==> config.mk <==
export PLATFORM = sky130hd
export DESIGN_NAME = ucfl_top
export DESIGN_NICKNAME = d
export VERILOG_FILES = /design/src/ucfl_pkg.sv /design/src/ucfl_top.sv
export SDC_FILE = /design/constraint.sdc
export NUM_CORES = 2
export LEC_CHECK = 0
export BUFFER_PORTS_ARGS = -buffer_cell sky130_fd_sc_hd__buf_2
export CORE_MARGIN = 4
export CORE_UTILIZATION = 64
export DETAILED_ROUTE_END_ITERATION = 6
export MAX_ROUTING_LAYER = met4
export PLACE_DENSITY_LB_ADDON = 0.1
export RECOVER_POWER = 50
export SYNTH_ARGS = -nofsm -noshare
export SYNTH_HDL_FRONTEND = slang
export SYNTH_SLANG_ARGS = --single-unit
==> constraint.sdc <==
create_clock -name clk_sys -period 9.79 [get_ports clk_sys]
set_input_delay 1.958 -clock clk_sys [delete_from_list [all_inputs] [get_ports clk_sys]]
set_output_delay 1.958 -clock clk_sys [all_outputs]
set_load 0.02 [all_outputs]
==> src/ucfl_pkg.sv <==
package ucfl_pkg;

  // ----------------------------------------------------------------
  // register byte offsets
  // ----------------------------------------------------------------
  localparam logic [11:0] ADDR_OVERLOAD = 12'h000;
  localparam logic [11:0] ADDR_SPEED = 12'h004;
  localparam logic [11:0] ADDR_PULSES = 12'h008;
  localparam logic [11:0] ADDR_POWERED = 12'h00c;
  localparam logic [11:0] ADDR_ENABLED = 12'h010;
  localparam logic [11:0] ADDR_ENERGY = 12'h014;
  localparam logic [11:0] ADDR_FAN = 12'h018;
  localparam logic [11:0] ADDR_ALARM = 12'h01c;
  localparam logic [11:0] ADDR_FAULT = 12'h020;
  localparam logic [11:0] ADDR_RST_SEL = 12'h024;
  localparam logic [11:0] ADDR_AO_A_SRC = 12'h028;
  localparam logic [11:0] ADDR_AO_B_SRC = 12'h02c;
  localparam logic [11:0] ADDR_DI_SNAP = 12'h030;
  localparam logic [11:0] ADDR_HIST_CODE = 12'h040;
  localparam logic [11:0] ADDR_HIST_DM = 12'h080;
  localparam logic [11:0] ADDR_HIST_YEAR = 12'h0c0;
  localparam logic [11:0] ADDR_HIST_TIME = 12'h100;

  // ----------------------------------------------------------------
  // values, limits and timing
  // ----------------------------------------------------------------
  localparam int HIST_DEPTH = 10;
  localparam logic [6:0] OVL_FULL = 7'h64;
  localparam logic [15:0] PULSE_MAX = 16'h9c40;
  localparam logic [7:0] AO_SRC_PULSES = 8'h31;
  localparam logic [2:0] RST_SEL_FAN = 3'h2;
  localparam logic [2:0] RST_SEL_ENABLED = 3'h3;
  localparam logic [2:0] RST_SEL_ENERGY = 3'h4;
  localparam int CLK_HZ = 20_000_000;
  localparam int FILT_TAU_MS = 500;
  localparam int FILT_SHIFT = 4;
  localparam logic [8:0] SEC_PER_TENTH = 9'h168;
  localparam logic [11:0] SEC_PER_HOUR = 12'he10;
  localparam logic [3:0] TENTHS_PER_HOUR = 4'ha;
  localparam logic [9:0] WH_PER_KWH = 10'h3e8;

  // ----------------------------------------------------------------
  // carriers
  // ----------------------------------------------------------------
  typedef struct packed {
    logic [4:0] day;
    logic [3:0] month;
    logic [6:0] year;
    logic [4:0] hour;
    logic [5:0] minute;
  } ucfl_rtc_t;

  typedef struct packed {
    logic [9:0] code;
    ucfl_rtc_t stamp;
  } ucfl_entry_t;

  typedef struct packed {
    logic [15:0] powered;
    logic [15:0] enabled;
    logic [15:0] energy;
    logic [15:0] fan;
  } ucfl_nvm_t;

  typedef enum logic [2:0] {
    DP_IDLE = 3'b001,
    DP_READ = 3'b010,
    DP_WRITE = 3'b100
  } ucfl_dp_t;

endpackage : ucfl_pkg

==> src/ucfl_top.sv <==
`timescale 1ns/10ps
`default_nettype none
module ucfl_top #(
  parameter int CYC_PER_SEC = ucfl_pkg::CLK_HZ,
  parameter int FILT_STEP = ucfl_pkg::CLK_HZ / 1000 * ucfl_pkg::FILT_TAU_MS
                            / (1 << ucfl_pkg::FILT_SHIFT)
) (
  // clock and reset
  input wire logic clk_sys,
  input wire logic rst_n,
  // ahb-lite slave
  input wire logic hsel,
  input wire logic [31:0] haddr,
  input wire logic [1:0] htrans,
  input wire logic hwrite,
  input wire logic [2:0] hsize,
  input wire logic [31:0] hwdata,
  input wire logic hready,
  output logic hreadyout,
  output logic hresp,
  output logic [31:0] hrdata,
  // drive status
  input wire logic drive_enabled,
  input wire logic fan_on,
  input wire logic dc_undervoltage,
  input wire logic overload_up,
  input wire logic overload_down,
  input wire logic energy_wh_pulse,
  // encoder
  input wire logic enc_pulse,
  input wire logic enc_dir_cw,
  input wire logic [15:0] enc_speed_raw,
  // alarms, faults, time stamp, inputs
  input wire logic [9:0] alarm_code_in,
  input wire logic fault_active,
  input wire logic [9:0] fault_code_in,
  input wire ucfl_pkg::ucfl_rtc_t rtc_now,
  input wire logic [7:0] digital_inputs,
  // non-volatile store
  input wire logic nvm_load,
  input wire ucfl_pkg::ucfl_nvm_t nvm_load_data,
  output logic nvm_save_stb,
  output ucfl_pkg::ucfl_nvm_t nvm_save_data,
  // analog output sources
  input wire logic [15:0] ao_a_other,
  input wire logic [15:0] ao_b_other,
  output logic [15:0] ao_a_value,
  output logic [15:0] ao_b_value,
  // fault status
  output logic motor_overload_fault
);

  // ----------------------------------------------------------------
  // state
  // ----------------------------------------------------------------
  typedef struct packed {
    logic [6:0] overload;
    logic ovl_fault;
    logic [15:0] pulses;
    logic [19:0] filt_acc;
    logic [19:0] filt_cnt;
    logic [24:0] sec_cnt;
    logic [8:0] pw_sec;
    logic [3:0] pw_tenth;
    logic [15:0] powered;
    logic [8:0] en_sec;
    logic [15:0] enabled;
    logic [11:0] fan_sec;
    logic [15:0] fan;
    logic [9:0] wh_cnt;
    logic [15:0] energy;
    logic [9:0] alarm;
    logic [9:0] fault;
    logic fault_prev;
    ucfl_pkg::ucfl_entry_t [ucfl_pkg::HIST_DEPTH-1:0] hist;
    logic [7:0] di_snap;
    logic [7:0] ao_a_src;
    logic [7:0] ao_b_src;
    logic [15:0] ao_a;
    logic [15:0] ao_b;
    logic uv_prev;
    logic nvm_stb;
    ucfl_pkg::ucfl_nvm_t nvm;
    ucfl_pkg::ucfl_dp_t dp;
    logic [11:0] dp_addr;
    logic [31:0] rdata;
  } ucfl_state_t;

  ucfl_state_t s;
  ucfl_state_t next_s;

  logic sec_tick;
  logic filt_tick;
  logic addr_take;
  logic [2:0] rst_sel;
  logic [31:0] rd_mux;

  // ----------------------------------------------------------------
  // register read mux
  // ----------------------------------------------------------------
  always_comb
  begin
    rd_mux = 32'h0000_0000;
    case (haddr[11:0])
      ucfl_pkg::ADDR_OVERLOAD: rd_mux = {25'h0, s.overload};
      ucfl_pkg::ADDR_SPEED: rd_mux = {16'h0, s.filt_acc[19:4]};
      ucfl_pkg::ADDR_PULSES: rd_mux = {16'h0, s.pulses};
      ucfl_pkg::ADDR_POWERED: rd_mux = {16'h0, s.powered};
      ucfl_pkg::ADDR_ENABLED: rd_mux = {16'h0, s.enabled};
      ucfl_pkg::ADDR_ENERGY: rd_mux = {16'h0, s.energy};
      ucfl_pkg::ADDR_FAN: rd_mux = {16'h0, s.fan};
      ucfl_pkg::ADDR_ALARM: rd_mux = {22'h0, s.alarm};
      ucfl_pkg::ADDR_FAULT: rd_mux = {22'h0, s.fault};
      ucfl_pkg::ADDR_AO_A_SRC: rd_mux = {24'h0, s.ao_a_src};
      ucfl_pkg::ADDR_AO_B_SRC: rd_mux = {24'h0, s.ao_b_src};
      ucfl_pkg::ADDR_DI_SNAP: rd_mux = {24'h0, s.di_snap};
      default: rd_mux = 32'h0000_0000;
    endcase
    for (int i = 0; i < ucfl_pkg::HIST_DEPTH; i++)
    begin
      if (haddr[11:0] == ucfl_pkg::ADDR_HIST_CODE + 12'(4 * i))
        rd_mux = {22'h0, s.hist[i].code};
      if (haddr[11:0] == ucfl_pkg::ADDR_HIST_DM + 12'(4 * i))
        rd_mux = {19'h0, s.hist[i].stamp.day, 4'h0, s.hist[i].stamp.month};
      if (haddr[11:0] == ucfl_pkg::ADDR_HIST_YEAR + 12'(4 * i))
        rd_mux = {25'h0, s.hist[i].stamp.year};
      if (haddr[11:0] == ucfl_pkg::ADDR_HIST_TIME + 12'(4 * i))
        rd_mux = {19'h0, s.hist[i].stamp.hour, 2'h0, s.hist[i].stamp.minute};
    end
  end

  // ----------------------------------------------------------------
  // next state
  // ----------------------------------------------------------------
  assign addr_take = hsel & htrans[1] & hready;
  assign sec_tick = (s.sec_cnt == 25'(CYC_PER_SEC - 1));
  assign filt_tick = (s.filt_cnt == 20'(FILT_STEP - 1));
  assign rst_sel = (s.dp == ucfl_pkg::DP_WRITE && s.dp_addr == ucfl_pkg::ADDR_RST_SEL
                    && hwdata[31:3] == 29'h0) ? hwdata[2:0] : 3'h0;

  always_comb
  begin
    next_s = s;
    next_s.nvm_stb = 1'b0;

    // bus data phase and next address phase
    if (s.dp == ucfl_pkg::DP_WRITE)
    begin
      case (s.dp_addr)
        ucfl_pkg::ADDR_AO_A_SRC: next_s.ao_a_src = hwdata[7:0];
        ucfl_pkg::ADDR_AO_B_SRC: next_s.ao_b_src = hwdata[7:0];
        default: next_s.ao_a_src = s.ao_a_src;
      endcase
    end
    next_s.dp = ucfl_pkg::DP_IDLE;
    if (addr_take)
    begin
      next_s.dp = hwrite ? ucfl_pkg::DP_WRITE : ucfl_pkg::DP_READ;
      next_s.dp_addr = haddr[11:0];
      next_s.rdata = hwrite ? 32'h0000_0000 : rd_mux;
    end

    // overload level
    if (overload_up && !overload_down && s.overload != ucfl_pkg::OVL_FULL)
      next_s.overload = s.overload + 7'h01;
    else if (overload_down && !overload_up && s.overload != 7'h00)
      next_s.overload = s.overload - 7'h01;
    next_s.ovl_fault = (next_s.overload == ucfl_pkg::OVL_FULL);

    // encoder pulses, saturating at both ends
    if (enc_pulse && enc_dir_cw && s.pulses != ucfl_pkg::PULSE_MAX)
      next_s.pulses = s.pulses + 16'h0001;
    else if (enc_pulse && !enc_dir_cw && s.pulses != 16'h0000)
      next_s.pulses = s.pulses - 16'h0001;

    // first-order speed filter
    next_s.filt_cnt = filt_tick ? 20'h0 : s.filt_cnt + 20'h1;
    if (filt_tick)
      next_s.filt_acc = 20'({1'b0, s.filt_acc} + {5'h0, enc_speed_raw}
                            - {5'h0, s.filt_acc[19:4]});

    // analog output routing
    next_s.ao_a = (s.ao_a_src == ucfl_pkg::AO_SRC_PULSES) ? s.pulses : ao_a_other;
    next_s.ao_b = (s.ao_b_src == ucfl_pkg::AO_SRC_PULSES) ? s.pulses : ao_b_other;

    // one-second time base
    next_s.sec_cnt = sec_tick ? 25'h0 : s.sec_cnt + 25'h1;
    if (sec_tick)
    begin
      next_s.pw_sec = s.pw_sec + 9'h1;
      if (s.pw_sec == ucfl_pkg::SEC_PER_TENTH - 9'h1)
      begin
        next_s.pw_sec = 9'h0;
        next_s.pw_tenth = s.pw_tenth + 4'h1;
        if (s.pw_tenth == ucfl_pkg::TENTHS_PER_HOUR - 4'h1)
        begin
          next_s.pw_tenth = 4'h0;
          if (s.powered != 16'hffff)
            next_s.powered = s.powered + 16'h1;
        end
      end
      if (drive_enabled)
      begin
        next_s.en_sec = s.en_sec + 9'h1;
        if (s.en_sec == ucfl_pkg::SEC_PER_TENTH - 9'h1)
        begin
          next_s.en_sec = 9'h0;
          next_s.enabled = s.enabled + 16'h1;
        end
      end
      if (fan_on)
      begin
        next_s.fan_sec = s.fan_sec + 12'h1;
        if (s.fan_sec == ucfl_pkg::SEC_PER_HOUR - 12'h1)
        begin
          next_s.fan_sec = 12'h0;
          next_s.fan = s.fan + 16'h1;
        end
      end
    end

    // energy in kWh from Wh pulses
    if (energy_wh_pulse)
    begin
      next_s.wh_cnt = s.wh_cnt + 10'h1;
      if (s.wh_cnt == ucfl_pkg::WH_PER_KWH - 10'h1)
      begin
        next_s.wh_cnt = 10'h0;
        next_s.energy = s.energy + 16'h1;
      end
    end

    // restore from the non-volatile store
    if (nvm_load)
    begin
      next_s.powered = nvm_load_data.powered;
      next_s.enabled = nvm_load_data.enabled;
      next_s.energy = nvm_load_data.energy;
      next_s.fan = nvm_load_data.fan;
    end

    // software clears win over counting
    if (rst_sel == ucfl_pkg::RST_SEL_ENABLED)
    begin
      next_s.enabled = 16'h0;
      next_s.en_sec = 9'h0;
    end
    if (rst_sel == ucfl_pkg::RST_SEL_ENERGY)
    begin
      next_s.energy = 16'h0;
      next_s.wh_cnt = 10'h0;
    end
    if (rst_sel == ucfl_pkg::RST_SEL_FAN)
    begin
      next_s.fan = 16'h0;
      next_s.fan_sec = 12'h0;
    end

    // save on entry into undervoltage
    next_s.uv_prev = dc_undervoltage;
    if (dc_undervoltage && !s.uv_prev)
    begin
      next_s.nvm_stb = 1'b1;
      next_s.nvm.powered = s.powered;
      next_s.nvm.enabled = s.enabled;
      next_s.nvm.energy = s.energy;
      next_s.nvm.fan = s.fan;
    end

    // present alarm and fault
    next_s.alarm = alarm_code_in;
    next_s.fault = fault_active ? fault_code_in : 10'h0;

    // history shift on fault entry only
    next_s.fault_prev = fault_active;
    if (fault_active && !s.fault_prev)
    begin
      for (int i = ucfl_pkg::HIST_DEPTH - 1; i > 0; i--)
        next_s.hist[i] = s.hist[i-1];
      next_s.hist[0].code = fault_code_in;
      // stamp taken as presented; invalid near power-up
      next_s.hist[0].stamp = rtc_now;
      next_s.di_snap = digital_inputs;
    end
  end

  // ----------------------------------------------------------------
  // state register
  // ----------------------------------------------------------------
  always_ff @(posedge clk_sys or negedge rst_n)
  begin
    if (!rst_n)
    begin
      s <= '0;
      s.dp <= ucfl_pkg::DP_IDLE;
    end
    else
      s <= next_s;
  end

  // ----------------------------------------------------------------
  // outputs
  // ----------------------------------------------------------------
  assign hreadyout = 1'b1;
  assign hresp = 1'b0;
  assign hrdata = s.rdata;
  assign nvm_save_stb = s.nvm_stb;
  assign nvm_save_data = s.nvm;
  assign ao_a_value = s.ao_a;
  assign ao_b_value = s.ao_b;
  assign motor_overload_fault = s.ovl_fault;
endmodule : ucfl_top
`default_nettype wire
==> summary.txt <==
Run status
  – Status: complete, but fails checks
  – Failing checks: capacitance limit, slew limit

GRT
  – GR Util met2: between 50% and 60%
  – Busiest grt layer: met2
  – Met1 Resource Use GR: approximately 55%
  – Number of global-route vias before repair: approximately 30000
  – Antenna violations before repair: 16
  – Remaining Overflow, GRT: 0
  – First-pass GRT wire length: roughly 190 mm
  – Pin count of the biggest net entering global routing: 207
  – Total Routing Usage GR: between 40% and 50%
  – M3 GR Usage: 9.442%

Timing
  – Final Skew: 0.01595 ns
  – Setup TNS: 0 ns
  – RSZ-0062 raised after global routing: false
  – Fmax: between 150 and 200 MHz
  – Relative slew slack: -201.5%
  – Tmin final: about 6.4 ns
  – Slew @ Worst Pin: about 4.5 ns
  – Final Max Tran Viols: around 450
  – Finish-stage setup viols: 0
  – Final Cycle Share: between 60% and 70%
  – Hold Vio Cnt, Final: 0

Pwr
  – LEAKAGE: roughly 19 nW
  – Pwr dens: ~230 mW/mm2
  – Worst vdd ir: 0.0002170 V

Die
  – Starting Density: about 64%
  – Num ports: 383
  – CORE AREA: ~0.06 mm2
  – Die X: 251.6 um
  – Number of core rows: 89
  – Height of the chip: between 200 and 300 um
  – Full die area: ~0.063 mm2

Hold path
  – Hold Path End: hrdata[15]
  – Hold Crit Start: hrdata[15]
  – Worst hold path type: flip-flop to flip-flop
  – Hold path cells: 2

Setup path
  – Slowest Stage Delay on Critical Path: about 3.3 ns
  – Worst EP arrival: between 6 and 7 ns
  – CP cell instances: buf_8 -> clkbuf_2
  – Worst path slowest cell: clkbuf_2
  – Worst path top cell family by delay: buffers and inverters
  – Reg-to-reg startpoint: s[733]
  – WP buf/inv: 2
  – CP endpoint kind: asynchronous set/reset pin
  – R2R depth: 15
  – Levels on crit path: 2
  – Critical path fanouts, max: 188
  – CP startpoint kind: primary input
  – Critical path required time: 9.46 ns
  – Crit path kind: primary input to asynchronous set/reset pin
  – FF-to-FF setup slack: 5.08 ns
  – Worst r2r dst: s[747]

Clock network
  – Worst skew pair latency: around 0.64 ns
  – Hold_buf cts: 0
  – Root buffer cell: clkbuf_16
  – TritonCTS buffer count: about 80
  – Clk slew on worst S/H paths: ~0.06 ns
  – Post-CTS Setup Bufs: 0
  – Clock Sinks: about 740
  – CTS tree: built
  – Resize count post-CTS: 0
  – Clock buffer depth: 3
  – H-Tree Depth: 3

Finish
  – Sequential cell area: 0.01854 mm2
  – Cell area after layout: between 0.04 and 0.05 mm2
  – Area occupied by multi-input gates: around 0.017 mm2
  – Final std cells w/o fill: 4536
  – Area delta synth->final: 10.62%
  – Fillers: between 4000 and 5000
  – Nets: between 3000 and 4000
  – Ratio of cells with drive above 1 in the final layout: about a quarter

Drt
  – DR iter-0 viols: 3869
  – WL per Instance: around 28 um
  – Drt via density: between 6 and 7
  – Residual DRC: 0
  – Vias: between 30000 and 40000
  – DRT Wirelength: 125.7 mm
  – Drt pass-1 iters: 7
  – Routed Antenna Nets: 0

Yosys
  – Yosys warnings: 0
  – Register bit total from synthesis: around 740
  – Asr flop ratio synth: 100.0%
  – Area share of the largest cell type after synthesis: a little under 50%
  – Sequential area share after synthesis: 48.85%
  – Synth Instances: about 3500
  – EDFF count, synth: 0
  – Synth top area cells: dfrtp_1 (49%), mux2_2 (15%), buf_4 (2.6%)
  – Syn Std Cell Area: approximately 0.038 mm2
  – Avg Cell Area, Syn: between 10 and 15 um2
  – Netlist cell types: between 90 and 100
  – Leading area contributor after synthesis: dfrtp_1
  – Most common flop cell mapped by yosys: dfrtp_1

Place
  – Placed instance count: 4377
  – Detail Placement HPWL: between 90 and 100 mm
  – GPL Wtd Cong: 1.017
  – Placed cell areas: 0.03944 mm2
  – I/O Buffers: 340

Run
  – Max Cap Viol: 7
stage by stage:
step / hold slack (ns) / power, mW / worst slack, ns / utilization, %
6_report: 0.4809 / 9.493 / 3.342 / 71.29
5_1_grt: 0.4977 / 9.825 / 2.366 / 71.29
4_1_cts: 0.4761 / 9.445 / 4.349 / 71.65
3_5_place_dp: 0.4623 / 6.276 / 3.672 / 66.95
3_3_place_gp: 0.4577 / 6.143 / 3.802 / 66.95
2_1_floorplan: 0.4420 / 5.569 / 4.658 / -
power by group:
group / internal [mW] / leakage, nW / switching [mW]
clock: 1.89 / 1.36 / 1.29
combinational: 0.833 / 8.03 / 0.722
sequential: 3.84 / 9.10 / 0.922
total: 6.56 / 18.5 / 2.93
worst max path at each step:
stage	start	to	slack, ns
6_report	rst_n	s[266]	3.34
5_1_grt	rst_n	s[174]	2.37
4_1_cts	haddr[2]	hrdata[8]	4.35
3_5_place_dp	haddr[2]	hrdata[8]	3.67
3_3_place_gp	haddr[2]	hrdata[8]	3.80
2_1_floorplan	s[733]	s[748]	4.66
per-layer routing:
metal	part of all wire (%)	routed length [um]	vias to the layer above
met5	0	0	-
met4	4.7	5893	0
met3	11	13920	375
met2	44	55570	1954
met1	40	50350	15570
li1	-	-	13070
cell families after synthesis:
family          Yosys count  share of synthesized area, %
other cells               2                       0.01978
xor+xnor                108                         2.492
buf+inv                 386                         5.263
simple gates            988                         13.65
fa+ha+maj                63                         2.413
compound gates          707                         12.27
mux                     507                         15.04
flops                   741                         48.85
cells in the mapped netlist, drive strengths merged, types with 10 or more instances:
| cell type | count |
|---|---|
| inv | 93 |
| o21ai | 210 |
| a22oi | 67 |
| nand2 | 234 |
| a21o | 16 |
| or3 | 12 |
| nor4 | 40 |
| o211ai | 10 |
| a22o | 14 |
| a21oi | 143 |
| and3 | 55 |
| and2 | 21 |
| a221o | 14 |
| nor3b | 23 |
| a31oi | 17 |
| a211oi | 12 |
| clkbuf | 125 |
| mux2 | 498 |
| a221oi | 24 |
| o22ai | 29 |
| nand4 | 64 |
| o221ai | 41 |
| xor2 | 55 |
| dfrtp | 740 |
| ha | 46 |
| xnor2 | 53 |
| nand2b | 15 |
| nor4b | 16 |
| nor2 | 259 |
| nor2b | 25 |
| fa | 17 |
| buf | 168 |
| nand3 | 112 |
| a32oi | 21 |
| nor3 | 62 |
cell type report:
type | count | area share [%]
inverter | 93 | 0.8312
clock inverter | 28 | 0.9772
tap | 773 | 2.303
timing repair buffer | 379 | 4.383
clock buffer | 116 | 5.613
antenna | 15 | 0.08938
multi-input combinational | 2391 | 41.65
sequential | 741 | 44.16
registers in the layout, indices dropped and copies added, names as in the netlist:
signal,count
s,627
nvm_save_data,64
ao_a_value,16
ao_b_value,16
hrdata,16
motor_overload_fault,1
nvm_save_stb,1
placed cells by master (no fill, tap or decap), types with 25 or more instances in the layout:
| cell | Yosys | final |
|---|---|---|
| mux2_2 | 498 | 497 |
| xnor2_1 | 53 | 53 |
| nor2b_1 | 25 | 25 |
| buf_2 | 25 | 214 |
| nor4_1 | 35 | 36 |
| nor3_1 | 54 | 54 |
| clkbuf_1 | 125 | 147 |
| clkbuf_16 | 0 | 80 |
| buf_4 | 134 | 28 |
| nand2_1 | 230 | 230 |
| a22oi_1 | 67 | 67 |
| o22ai_1 | 29 | 29 |
| and3_1 | 55 | 55 |
| o21ai_0 | 190 | 191 |
| nor2_1 | 252 | 252 |
| dfrtp_1 | 740 | 740 |
| xor2_1 | 55 | 55 |
| nand3_1 | 110 | 110 |
| a21oi_1 | 143 | 143 |
| inv_1 | 93 | 93 |
| o221ai_1 | 41 | 41 |
| ha_1 | 46 | 46 |
| nand4_1 | 64 | 64 |
Power figures use the tool's default switching activity.
